File: src/inc/ref_select_pll_control_defs.vh
// Constants for the reference selection and loop control block.
`ifndef REF_SELECT_PLL_CONTROL_DEFS_VH
`define REF_SELECT_PLL_CONTROL_DEFS_VH

// ----------------------------------------------------------------
// Register offsets
// ----------------------------------------------------------------
`define REG_CTRL 8'h00
`define REG_PRIO 8'h04
`define REG_MON_EN 8'h08
`define REG_FREQ_LIM0 8'h0C
`define REG_FREQ_LIM1 8'h10
`define REG_GAP_LIM0 8'h14
`define REG_GAP_LIM1 8'h18
`define REG_STATUS 8'h1C
`define REG_EVENT 8'h20
`define REG_STEP_LO 8'h24
`define REG_STEP_HI 8'h28
`define REG_NUM_LO 8'h2C
`define REG_NUM_HI 8'h30
`define REG_HIST 8'h34
`define REG_DEN24 8'h38
`define REG_MUX 8'h3C
`define REG_GAIN 8'h40

// ----------------------------------------------------------------
// Control register fields
// ----------------------------------------------------------------
`define CTRL_MANUAL 0
`define CTRL_MAN_SEL 1
`define CTRL_PIN_SEL_EN 2
`define CTRL_LOOP_EN 3
`define CTRL_STEER_EN 4
`define CTRL_DEN24_SEL 5
`define CTRL_POST_DIV1 6

// ----------------------------------------------------------------
// Monitor enable fields, five per input
// ----------------------------------------------------------------
`define MON_FREQ 0
`define MON_MISS 1
`define MON_EARLY 2
`define MON_RUNT 3
`define MON_PPS 4
`define MON_PER_INPUT 5

// ----------------------------------------------------------------
// Reset values and widths
// ----------------------------------------------------------------
`define CTRL_RESET 8'h08
`define MON_EN_RESET 10'h3FF
`define FREQ_LIM_RESET 16'h0100
`define GAP_LIM_RESET 16'h0040
`define GAIN_RESET 4'h4
`define FRAC_WIDTH 40
`define DEN24_WIDTH 24
`define HIST_SHIFT 4

`endif

File: src/rtl/ref_select_pll_control.v
// Reference monitoring, selection, holdover and loop control logic.
`timescale 1ns/1ps
`default_nettype none
`include "ref_select_pll_control_defs.vh"

// Summary of operation
// - Any enabled monitor past its threshold flags loss of reference on that input.
// - In automatic mode loss on the selected input switches to another valid input; else, or in manual mode, holdover if locked or free run if not.
// - Each monitor threshold and enable is set separately per input.
// - Selection is automatic by priority and validity, or manual by software or pin.
// - Holdover starts from the averaged tuning word gathered while locked.
// - Digital loop: phase digitizer, loop filter, 40-bit fractional divider with modulator.
// - Fixed 40-bit denominator under loop control, else selectable 24-bit denominator.
// - Digital loop reference is an input or another analog loop's cascade output.
// - Analog loop reference is local oscillator input or another cascade output.
// - Digital loop steers the analog loop feedback numerator.
// - Post-divider of one bypasses the divider for the third oscillator.
// - Steered oscillator mode adjusts frequency finely by the step-up and step-down pins.
// - A step-up request adds the frequency step value, and a step-down request without a step-up in its cycle subtracts it.
// - With no valid reference and no prior lock the analog loop free-runs on the local oscillator.
module ref_select_pll_control #(
    parameter FREQ_WINDOW = 16'h1000
) (
    // Clock and reset
    input wire CLOCK,
    input wire SRST,
    // Register port
    input wire [7:0] ADDR,
    input wire [31:0] WDATA,
    input wire WR,
    input wire RD,
    output reg [31:0] RDATA,
    // Reference inputs, sampled as synchronous levels
    input wire [1:0] REF_IN,
    input wire [1:0] REF_PPS_OK,
    // Pin controls
    input wire SEL_PIN,
    input wire STEP_UP_PIN,
    input wire STEP_DOWN_PIN,
    // Phase digitizer sample from the feedback clock comparison
    input wire [15:0] PHASE_ERR,
    input wire PHASE_VALID,
    // Loop outputs
    output reg [39:0] NUMERATOR,
    output reg [23:0] DEN24,
    output reg DEN24_USE,
    output reg SDM_OUT,
    output reg REF_SEL,
    output reg HOLDOVER,
    output reg FREE_RUN,
    output reg [1:0] LOSS_OF_REFERENCE,
    output reg [1:0] DIG_REF_MUX,
    output reg ANA_REF_MUX,
    output reg POST_DIV_BYPASS
);

    // ------------------------------------------------------------
    // Register storage
    // ------------------------------------------------------------
    reg [7:0] ctrl;
    reg [1:0] prio;
    reg [9:0] mon_en;
    reg [15:0] freq_lim [0:1];
    reg [15:0] gap_lim [0:1];
    reg [1:0] loss_event;
    reg [39:0] step;
    reg [2:0] mux;
    reg [3:0] gain;
    reg [39:0] hist;
    reg [39:0] nominal;
    reg [39:0] accum;
    reg locked;
    reg [15:0] win_cnt;
    reg [1:0] step_up_d;
    wire [1:0] lor_now;
    wire win_end;

    assign win_end = (win_cnt == FREQ_WINDOW);

    // Frequency window timer shared by both inputs.
    always @(posedge CLOCK) begin
        if (SRST || win_end) begin
            win_cnt <= 16'h0000;
        end else begin
            win_cnt <= win_cnt + 16'h0001;
        end
    end

    // ------------------------------------------------------------
    // Per-input monitors
    // ------------------------------------------------------------
    genvar gi;
    generate
        for (gi = 0; gi < 2; gi = gi + 1) begin : mon
            reg prev;
            reg [15:0] edges;
            reg [15:0] gap;
            reg [15:0] last_edges;
            reg [15:0] high_len;
            reg runt;
            reg early;
            wire rise;
            wire fall;
            wire [4:0] en;
            wire freq_bad;
            wire miss_bad;
            assign rise = REF_IN[gi] & ~prev;
            assign fall = ~REF_IN[gi] & prev;
            assign en = mon_en[gi*5 +: 5];
            assign freq_bad = (last_edges > freq_lim[gi]) ||
                (last_edges < (freq_lim[gi] >> 1));
            assign miss_bad = gap > gap_lim[gi];
            assign lor_now[gi] = (en[`MON_FREQ] & freq_bad) |
                (en[`MON_MISS] & miss_bad) |
                (en[`MON_EARLY] & early) |
                (en[`MON_RUNT] & runt) |
                (en[`MON_PPS] & ~REF_PPS_OK[gi]);
            // Edge counting, gap timing and pulse width checks.
            always @(posedge CLOCK) begin
                if (SRST) begin
                    prev <= 1'b0;
                    edges <= 16'h0000;
                    last_edges <= 16'h0000;
                    gap <= 16'h0000;
                    high_len <= 16'h0000;
                    runt <= 1'b0;
                    early <= 1'b0;
                end else begin
                    prev <= REF_IN[gi];
                    if (win_end) begin
                        last_edges <= edges;
                        edges <= {15'h0000, rise};
                    end else if (rise) begin
                        edges <= edges + 16'h0001;
                    end
                    if (rise) begin
                        gap <= 16'h0000;
                        early <= gap < (gap_lim[gi] >> 2);
                    end else if (gap != 16'hFFFF) begin
                        gap <= gap + 16'h0001;
                    end
                    if (REF_IN[gi]) begin
                        high_len <= high_len + 16'h0001;
                    end else begin
                        high_len <= 16'h0000;
                    end
                    // A high phase sampled on only one edge counts as a runt.
                    if (fall) begin
                        runt <= high_len == 16'h0001;
                    end
                end
            end
        end
    endgenerate

    // ------------------------------------------------------------
    // Selection, holdover and loss flags
    // ------------------------------------------------------------
    reg next_sel;
    always @* begin
        if (ctrl[`CTRL_MANUAL]) begin
            next_sel = ctrl[`CTRL_PIN_SEL_EN] ? SEL_PIN : ctrl[`CTRL_MAN_SEL];
        end else if (!LOSS_OF_REFERENCE[prio[0]]) begin
            next_sel = prio[0];
        end else if (!LOSS_OF_REFERENCE[prio[1]]) begin
            next_sel = prio[1];
        end else begin
            next_sel = REF_SEL;
        end
    end

    // Latches status, switches input and enters holdover.
    always @(posedge CLOCK) begin
        if (SRST) begin
            LOSS_OF_REFERENCE <= 2'b11;
            REF_SEL <= 1'b0;
            HOLDOVER <= 1'b0;
            FREE_RUN <= 1'b1;
        end else begin
            LOSS_OF_REFERENCE <= lor_now;
            REF_SEL <= next_sel;
            HOLDOVER <= LOSS_OF_REFERENCE[next_sel] & locked;
            FREE_RUN <= LOSS_OF_REFERENCE[next_sel] & ~locked;
        end
    end

    // ------------------------------------------------------------
    // Digital loop: filter, numerator, history, modulator
    // ------------------------------------------------------------
    wire [39:0] err_ext;
    wire [39:0] hist_step;
    wire step_req_up;
    wire step_req_dn;
    assign err_ext = {{24{PHASE_ERR[15]}}, PHASE_ERR};
    assign hist_step = ($signed(NUMERATOR) - $signed(hist)) >>> `HIST_SHIFT;
    assign step_req_up = STEP_UP_PIN & ~step_up_d[0];
    assign step_req_dn = STEP_DOWN_PIN & ~step_up_d[1];

    // Loop filter, numerator steering, history and sigma-delta modulator.
    always @(posedge CLOCK) begin
        if (SRST) begin
            NUMERATOR <= 40'h0000000000;
            hist <= 40'h0000000000;
            accum <= 40'h0000000000;
            SDM_OUT <= 1'b0;
            locked <= 1'b0;
            step_up_d <= 2'b00;
        end else begin
            step_up_d <= {STEP_DOWN_PIN, STEP_UP_PIN};
            {SDM_OUT, accum} <= {1'b0, accum} + {1'b0, NUMERATOR};
            if (!ctrl[`CTRL_LOOP_EN] || FREE_RUN) begin
                NUMERATOR <= nominal;
                locked <= 1'b0;
            end else if (HOLDOVER) begin
                NUMERATOR <= hist;
            end else if (ctrl[`CTRL_STEER_EN]) begin
                if (step_req_up) begin
                    NUMERATOR <= NUMERATOR + step;
                end else if (step_req_dn) begin
                    NUMERATOR <= NUMERATOR - step;
                end
            end else if (PHASE_VALID) begin
                NUMERATOR <= NUMERATOR + (err_ext <<< gain);
                locked <= 1'b1;
                hist <= hist + hist_step;
            end
        end
    end

    // ------------------------------------------------------------
    // Mux, denominator and post-divider outputs
    // ------------------------------------------------------------
    always @(posedge CLOCK) begin
        if (SRST) begin
            DIG_REF_MUX <= 2'b00;
            ANA_REF_MUX <= 1'b0;
            DEN24_USE <= 1'b0;
            POST_DIV_BYPASS <= 1'b0;
        end else begin
            DIG_REF_MUX <= mux[1] ? 2'b10 : {1'b0, REF_SEL};
            ANA_REF_MUX <= mux[2];
            DEN24_USE <= ctrl[`CTRL_DEN24_SEL] & ~ctrl[`CTRL_LOOP_EN];
            POST_DIV_BYPASS <= ctrl[`CTRL_POST_DIV1];
        end
    end

    // ------------------------------------------------------------
    // Register port
    // ------------------------------------------------------------
    always @(posedge CLOCK) begin
        if (SRST) begin
            ctrl <= `CTRL_RESET;
            prio <= 2'b10;
            mon_en <= `MON_EN_RESET;
            freq_lim[0] <= `FREQ_LIM_RESET;
            freq_lim[1] <= `FREQ_LIM_RESET;
            gap_lim[0] <= `GAP_LIM_RESET;
            gap_lim[1] <= `GAP_LIM_RESET;
            step <= 40'h0000000001;
            nominal <= 40'h0000000000;
            DEN24 <= 24'h000001;
            mux <= 3'h0;
            gain <= `GAIN_RESET;
            loss_event <= 2'b00;
            RDATA <= 32'h00000000;
        end else begin
            if (WR && ADDR == `REG_EVENT) begin
                loss_event <= (loss_event & ~WDATA[1:0]) | lor_now;
            end else begin
                loss_event <= loss_event | lor_now;
            end
            if (WR) begin
                case (ADDR)
                    `REG_CTRL: ctrl <= WDATA[7:0];
                    `REG_PRIO: prio <= {~WDATA[0], WDATA[0]};
                    `REG_MON_EN: mon_en <= WDATA[9:0];
                    `REG_FREQ_LIM0: freq_lim[0] <= WDATA[15:0];
                    `REG_FREQ_LIM1: freq_lim[1] <= WDATA[15:0];
                    `REG_GAP_LIM0: gap_lim[0] <= WDATA[15:0];
                    `REG_GAP_LIM1: gap_lim[1] <= WDATA[15:0];
                    `REG_STEP_LO: step[31:0] <= WDATA;
                    `REG_STEP_HI: step[39:32] <= WDATA[7:0];
                    `REG_NUM_LO: nominal[31:0] <= WDATA;
                    `REG_NUM_HI: nominal[39:32] <= WDATA[7:0];
                    `REG_DEN24: DEN24 <= WDATA[23:0];
                    `REG_MUX: mux <= WDATA[2:0];
                    `REG_GAIN: gain <= WDATA[3:0];
                    default: ;
                endcase
            end
            if (RD) begin
                case (ADDR)
                    `REG_CTRL: RDATA <= {24'h000000, ctrl};
                    `REG_PRIO: RDATA <= {31'h00000000, prio[0]};
                    `REG_MON_EN: RDATA <= {22'h000000, mon_en};
                    `REG_FREQ_LIM0: RDATA <= {16'h0000, freq_lim[0]};
                    `REG_FREQ_LIM1: RDATA <= {16'h0000, freq_lim[1]};
                    `REG_GAP_LIM0: RDATA <= {16'h0000, gap_lim[0]};
                    `REG_GAP_LIM1: RDATA <= {16'h0000, gap_lim[1]};
                    `REG_STATUS: RDATA <= {26'h0000000, locked, FREE_RUN,
                        HOLDOVER, REF_SEL, LOSS_OF_REFERENCE};
                    `REG_EVENT: RDATA <= {30'h00000000, loss_event};
                    `REG_STEP_LO: RDATA <= step[31:0];
                    `REG_STEP_HI: RDATA <= {24'h000000, step[39:32]};
                    `REG_NUM_LO: RDATA <= NUMERATOR[31:0];
                    `REG_NUM_HI: RDATA <= {24'h000000, NUMERATOR[39:32]};
                    `REG_HIST: RDATA <= hist[39:8];
                    `REG_DEN24: RDATA <= {8'h00, DEN24};
                    `REG_MUX: RDATA <= {29'h00000000, mux};
                    `REG_GAIN: RDATA <= {28'h0000000, gain};
                    default: RDATA <= 32'h00000000;
                endcase
            end else begin
                RDATA <= 32'h00000000;
            end
        end
    end

endmodule // ref_select_pll_control

`default_nettype wire

File: config.mk
export PLATFORM = sky130hd
export DESIGN_NAME = ref_select_pll_control
export DESIGN_NICKNAME = d
export VERILOG_FILES = /design/src/rtl/ref_select_pll_control.v
export VERILOG_INCLUDE_DIRS = /design/src /design/src/inc
export SDC_FILE = /design/constraint.sdc
export NUM_CORES = 2
export LEC_CHECK = 0
export ABC_AREA = 1
export BUFFER_PORTS_ARGS = -buffer_cell sky130_fd_sc_hd__buf_2
export CORE_ASPECT_RATIO = 0.75
export CORE_MARGIN = 2
export CORE_UTILIZATION = 45
export DETAILED_ROUTE_END_ITERATION = 8
export PLACE_DENSITY = 0.74
export SYNTH_ARGS = -nofsm -noshare
export SYNTH_HDL_FRONTEND = slang
export SYNTH_SLANG_ARGS = --single-unit
File: constraint.sdc
create_clock -name CLOCK -period 8.2 [get_ports CLOCK]
set_input_delay 1.64 -clock CLOCK [delete_from_list [all_inputs] [get_ports CLOCK]]
set_output_delay 1.64 -clock CLOCK [all_outputs]
set_load 0.01 [all_outputs]
---- After elaboration in Yosys (flattened, before gate mapping) ----
Memory sizes are Yosys's and may differ from the RTL's.
Cells that the tools add are included.
cells by class
  shift operators ......................... 1
  multiplexer cells ....................... 45
  order comparisons ....................... 11
  add/sub/neg operators ................... 13
  equality and inequality tests ........... 22
  reduce and logical (&&, ||, !) cells .... 31
  bitwise gates (word level) .............. 50
operators with widths
  cell                                                                     count
  32-bit case mux with 17 select lines                                     1
  40-bit 2-to-1 mux                                                        6
  40-bit adder                                                             3
  16-bit by 1-bit adder with 16-bit output, second input constant          7
  40-bit subtractor                                                        2
  8-bit by 6-bit equality test with 1-bit output, second input constant    8
  16-bit greater-than comparator                                           4
  16-bit 2-to-1 mux                                                        4
  40-bit by 40-bit adder with 41-bit output                                1
  40-bit by 4-bit <<< shifter with 40-bit output                           1
  16-bit by 1-bit equality test with 1-bit output, second input constant   2
  8-bit by 5-bit equality test with 1-bit output, second input constant    4
  16-bit by 14-bit < comparator with 1-bit output                          2
  16-bit by 15-bit < comparator with 1-bit output                          2
  1-bit 2-to-1 mux                                                         32
  16-bit inequality test, second input constant                            2
  2-bit AND reduction                                                      11
  1-bit AND                                                                19
  16-bit by 13-bit equality test with 1-bit output, second input constant  1
  8-bit by 4-bit equality test with 1-bit output, second input constant    2
  2-bit OR reduction                                                       8
  1-bit inverter                                                           15
  1-bit OR                                                                 12
  8-bit by 3-bit equality test with 1-bit output, second input constant    1
  15 further kinds                                                         23
storage, ports and cells
  register bits after elaboration ......... 449
  memories ................................ 2
  input port bits ......................... 68
  memory bits (writable) .................. 64
  word-level logic and storage cells ...... 219
  output and inout port bits .............. 107
memory list
  memory    depth  width  read ports  clocked after memory_dff  write ports  line                         text
  freq_lim  2      16     2           0                         2            ref_select_pll_control.v:63  reg [15:0] freq_lim [0:1];
  gap_lim   2      16     2           0                         2            ref_select_pll_control.v:64  reg [15:0] gap_lim [0:1];

---- Depth between registers and ports, before layout ----
An unclocked memory read counts as a cell.
  depth after elaboration ................. 10
  mapped depth ............................ 27
  depth with buffers taken out ............ 27

---- Worst setup path after synthesis ----
No wires, ideal clock.
  path type ............................... input-to-reg
  start ................................... input STEP_UP_PIN
  end ..................................... register NUMERATOR[16]
  library setup time ...................... 0.122 ns
  buffers on the path ..................... 2
  cell stages on the path ................. 17
  arrival time ............................ 4.096 ns
  slack ................................... 3.982 ns
  data required time ...................... 8.078 ns
  path through ............................ inv_1 > nor2_1 > clkinv_1 > clkbuf_1 > clkbuf_1 > a21oi_1 > a21oi_1 > fa_1 > nand3_1 > nand2_1 > a21boi_2 > o21ai_0 > nand3_1 > nand2_1 > xor2_1 > o21ai_0 > a21oi_1
on the way
  word-level cells in the longest chain between the ends .. 5
  elaborated cells between the ends (all ways) .. 7
  classes of those cells .................. 1 x eq/ne; 4 x mux; 1 x bitwise; 1 x reduce/logical
ends and longest elaborated chain
  element               line                          text
  start, declared       ref_select_pll_control.v:38   input wire STEP_UP_PIN,
  1-bit AND *           ref_select_pll_control.v:196  assign step_req_up = STEP_UP_PIN & ~step_up_d[0];
  40-bit 2-to-1 mux     ref_select_pll_control.v:217  if (step_req_up) begin
  40-bit 2-to-1 mux     ref_select_pll_control.v:216  end else if (ctrl[`CTRL_STEER_EN]) begin
  40-bit 2-to-1 mux     ref_select_pll_control.v:214  end else if (HOLDOVER) begin
  40-bit 2-to-1 mux     ref_select_pll_control.v:211  if (!ctrl[`CTRL_LOOP_EN] || FREE_RUN) begin
  end signal, assigned  ref_select_pll_control.v:212  NUMERATOR <= nominal;
  end signal, assigned  ref_select_pll_control.v:215  NUMERATOR <= hist;
  end signal, assigned  ref_select_pll_control.v:218  NUMERATOR <= NUMERATOR + step;
  end, declared         ref_select_pll_control.v:44   output reg [39:0] NUMERATOR,
Mark *: on every way between the ends. The rest lies on a longest branch, timed or not.
A chain may end at the register's enable or synchronous reset.

---- Worst setup path after layout ----
  start ................................... input STEP_UP_PIN
  end ..................................... register NUMERATOR[38]
The elaborated chain is that of the path after synthesis.

==> tab_implementation.tex <==
\begin{tabular}{lr}
\hline
Metric & Value \\
\hline
\multicolumn{2}{l}{\textbf{Outcome}} \\
Outcome & complete, no violations \\
\multicolumn{2}{l}{\textbf{STA}} \\
Final critical delay including setup and external delays & slightly below 5 ns \\
Setup TNS & 0 ns \\
Final setup violating endpoints & 0 \\
Unrepaired setup endpoints after global routing & false \\
Final Hold Viols & 0 \\
Highest clock rate & roughly 200 MHz \\
Post-route fraction of the period consumed by the critical path & 0.606 \\
Max-slew violation count & 0 \\
Transition at the pin with the smallest max-transition slack & roughly 1.2 ns \\
Max transition margin & 0.164 \\
Clock skew & between 0.04 and 0.05 ns \\
\multicolumn{2}{l}{\textbf{Logic synthesis}} \\
Count of warnings emitted by yosys & 0 \\
Avg Inst Size Synth & roughly 6.8 µm² \\
Post-synthesis net count & around 5500 \\
Netlist cell types & 63 \\
Most used flip-flop cell after synthesis & dfxtp\_1 \\
Mapped Cells & $\sim$5000 \\
Register bit count reported by yosys & roughly 510 \\
Number of flops mapped to enable cells by yosys & between 60 and 70 \\
Part of the Yosys area used for sequential elements & 0.312 \\
Share of synthesized registers carrying an async set or reset & 0 \\
Synthesized area & $\sim$35000 µm² \\
\multicolumn{2}{l}{\textbf{Global routing}} \\
Wire length of the first global-routing pass & just over 200 mm \\
Global-route usage over all layers & 0.341 \\
Pin count of the biggest net entering global routing & slightly above 80 \\
Antenna violations before repair & 2 \\
Number of global-route vias before repair & around 33000 \\
Remaining global-route overflow & 0 \\
\multicolumn{2}{l}{\textbf{Pwr}} \\
Comb power frac & 0.067 \\
Part of the total power dissipated in sequential elements & 0.459 \\
Worst-case vdd ir drop & 0.000159 V \\
Post-route total power & approximately 5.6 mW \\
Switch Pwr & 1.47 mW \\
Total internal power & about 4.2 mW \\
Leakage power of the design & 17.6 nW \\
Switching part of the total & 0.261 \\
Clock network power share & 0.474 \\
Areal power density over the cells & $\sim$150 nW/µm² \\
\multicolumn{2}{l}{\textbf{Setup path}} \\
Data required time at the worst endpoint & $\sim$9 ns \\
Crit-path max cell delay & about 0.6 ns \\
Series of cell instances along the critical path & buf\_2, inv\_1, nor2\_1, buf\_4, clkinv\_1, buf\_4, nand2\_1, o21ai\_0, xor2\_1, nand2\_1, o21ai\_0, ha\_1, a21oi\_1, a21boi\_2, o21ai\_0, nand2\_1, nand2\_1, nand2\_1, nand3\_1, nand3\_1, nand2\_1, a21oi\_1 \\
Crit path top cell by count & nand2\_1 \\
Class of the most critical setup path & primary input to flip-flop \\
Arrival time of the worst setup path & between 5 and 6 ns \\
Crit Reg-Reg Endpoint & NUMERATOR[38] \\
Type of element capturing the critical path & flip-flop \\
Reg-to-reg slack, setup & 3.49 ns \\
Sort of element at the start of the critical path & primary input \\
Top Family by Delay on Critical Path & compound AO/OA/AOI/OAI gates \\
CP max stage cell & o21ai\_0 \\
Worst r2r src & gain[1] \\
Largest fanout on the critical path & 26 \\
Number of cell instances on the worst register-to-register path & 17 \\
Buffer and inverter count on the worst path & 5 \\
\multicolumn{2}{l}{\textbf{Drt}} \\
Overall via count from detail\_route & about 38000 \\
ANT nets after route & 0 \\
Topmost layer with routed signal wires & met5 \\
Violation count after the first detailed-routing iteration & $\sim$5700 \\
Iteration count of the initial detailed-routing pass & 8 \\
Total met3 wirelength after detailed routing & about 22 mm \\
Via/cell ratio & $\sim$5.9 \\
\# DRC & 0 \\
Detailed Route WL & $\sim$140 mm \\
Met2 layer wire length in the routed design & between 50 and 60 mm \\
M1 wire length & about 63 mm \\
Average detailed-routed wire length per instance & $\sim$22 µm \\
\multicolumn{2}{l}{\textbf{Clocking}} \\
Later-pin clock latency in the skew report & a little under 0.7 ns \\
Number of hold buffers added after cts & 0 \\
Post-CTS resize count & 0 \\
Clock-pin slew of the registers on the worst-case setup and hold paths & roughly 0.07 ns \\
Post-CTS Setup Bufs & 0 \\
Clock buffers created by TritonCTS & between 50 and 60 \\
Library cell used as clock root buffer & clkbuf\_16 \\
TritonCTS clock tree & done \\
Clock tree buffer depth & 3 \\
Total number of H-tree levels & 2 \\
Total clock sinks & between 500 and 600 \\
\multicolumn{2}{l}{\textbf{Cells and area}} \\
Total Nets Final & about 5600 \\
Fin util & 0.504 \\
Cell Count, Final, Fillers Out & between 6000 and 7000 \\
Synthesis-to-layout area growth & 10.8\% \\
Ratio of cells with drive above 1 in the final layout & 0.0723 \\
\multicolumn{2}{l}{\textbf{Floorplan}} \\
I/O Pins & 175 \\
Core ar. & approximately 77000 µm² \\
Die width & roughly 330 µm \\
Die Span Y & approximately 250 µm \\
Total Die Area & between 80000 and 90000 µm² \\
Floorplan row count & between 80 and 90 \\
Effective utilization at floorplan & 0.455 \\
\multicolumn{2}{l}{\textbf{Min path}} \\
Hold Path Origin & win\_cnt[0] \\
Worst min-delay path class & flip-flop to flip-flop \\
Number of cells on the worst hold path & 1 \\
Hold Crit Endpoint & win\_cnt[0] \\
\multicolumn{2}{l}{\textbf{Placed design}} \\
Buffers added on ports & about 170 \\
Half-perimeter wire length of the detailed placement result & roughly 110 mm \\
Routability-driven placement congestion ratio & 1.07 \\
\# placed instances & 6248 \\
\multicolumn{2}{l}{\textbf{Run}} \\
Max Cap Viol & 0 \\
\hline
\end{tabular}
[metrics by stage]
step	instance area (µm²)	setup WS (ns)	hold WS, ns
2_1_floorplan	35000	3.98	0.399
3_3_place_gp	36900	2.75	0.432
3_5_place_dp	36900	2.75	0.442
4_1_cts	38800	3.41	0.456
5_1_grt	38800	3.04	0.478
6_report	38800	3.23	0.451
[power by group through the flow]
| stage | Combinational, mW | Sequential [mW] | Clock, mW |
|---|---|---|---|
| 6_report | 0.379 | 2.59 | 2.68 |
| 5_1_grt | 0.409 | 2.59 | 2.79 |
| 4_1_cts | 0.363 | 2.59 | 2.69 |
| 3_5_place_dp | 0.361 | 2.64 | 0 |
| 3_3_place_gp | 0.355 | 2.64 | 0 |
| 2_1_floorplan | 0.222 | 2.63 | 0 |
[metal layers]
metal,vias to the layer above,track usage
met5,-,0
met4,4,0.0961
met3,257,0.117
met2,2238,0.447
met1,17400,0.515
li1,17700,-
[cells in the mapped netlist (11+ instances only)]
master | number | area [µm²]
nand2_1 | 879 | 3300
inv_1 | 710 | 2670
a21oi_1 | 683 | 3420
nor2_1 | 550 | 2060
o21ai_0 | 485 | 2430
dfxtp_1 | 449 | 8990
ha_1 | 285 | 3570
nand3_1 | 206 | 1030
clkbuf_1 | 121 | 454
nor3_1 | 82 | 410
xor2_1 | 78 | 683
edfxtp_1 | 64 | 1920
o22ai_1 | 57 | 357
nand4_1 | 53 | 332
o21bai_1 | 37 | 278
a31oi_1 | 36 | 225
a221oi_1 | 33 | 289
o211ai_1 | 32 | 240
o21a_1 | 27 | 203
xnor2_1 | 26 | 228
nor4_1 | 24 | 150
a21o_1 | 21 | 158
o221ai_1 | 21 | 184
buf_2 | 18 | 90.1
nor2_2 | 13 | 81.3
o21ai_1 | 11 | 55.1
[state kept, by name (all words and copies together) (netlist names), 24 cells and up]
| name | cells |
|---|---|
| DEN24 | 24 |
| NUMERATOR | 40 |
| RDATA | 32 |
| accum | 40 |
| freq_lim | 32 |
| gap_lim | 32 |
| hist | 40 |
| mon.edges | 32 |
| mon.gap | 32 |
| mon.high_len | 32 |
| mon.last_edges | 32 |
| nominal | 40 |
| step | 40 |
[final cells by class]
class	count	area, µm²
Antenna cell	3	7.51
Multi-Input combinational cell	3759	20800
Sequential cell	513	10900
Tap cell	1035	1290
Fill cell	7731	38200
Timing Repair Buffer	211	1150
Inverter	730	2750
Clock inverter	24	338
Clock buffer	77	1530
[layout by cell type, fill, tap and decap left out, types with 9 or more instances in the layout]
| cell type | count |
|---|---|
| xnor2_1 | 26 |
| buf_2 | 173 |
| nor3_1 | 82 |
| a21oi_1 | 683 |
| a221oi_1 | 33 |
| inv_2 | 10 |
| nand2_1 | 878 |
| clkbuf_16 | 54 |
| clkbuf_8 | 9 |
| nor2_2 | 14 |
| nand3_1 | 205 |
| o21bai_1 | 37 |
| o21ai_1 | 15 |
| o211ai_1 | 32 |
| dfxtp_1 | 448 |
| nor2_1 | 549 |
| o21a_1 | 27 |
| clkbuf_1 | 14 |
| o22ai_1 | 57 |
| nor3_2 | 10 |
| nand4_1 | 53 |
| nor4_1 | 24 |
| a31oi_1 | 36 |
| ha_1 | 285 |
| inv_1 | 710 |
| xor2_1 | 78 |
| a21o_1 | 21 |
| edfxtp_1 | 64 |
| o221ai_1 | 21 |
| o21ai_0 | 481 |
| buf_4 | 38 |
[cells by family (layout without fill, tap and decap cells)]
group,after synthesis,after routing,synth area share
simple gates,1865,1865,0.226
compound gates,1495,1495,0.237
buf+inv,873,1042,0.0945
flops,513,513,0.312
fa+ha+maj,288,288,0.104
xor+xnor,104,104,0.0260
mux,7,7,0.00200
other cells,0,3,0
[worst max-delay path by stage]
stage	start	to	slack, ns	depth (start not counted)
6_report	STEP_UP_PIN	NUMERATOR[38]	3.23	22
5_1_grt	STEP_UP_PIN	NUMERATOR[30]	3.04	23
4_1_cts	STEP_UP_PIN	NUMERATOR[38]	3.41	22
3_5_place_dp	STEP_UP_PIN	NUMERATOR[38]	2.75	22
3_3_place_gp	STEP_UP_PIN	NUMERATOR[38]	2.75	22
2_1_floorplan	STEP_UP_PIN	NUMERATOR[16]	3.98	17
(Power assumes the default switching activity.)
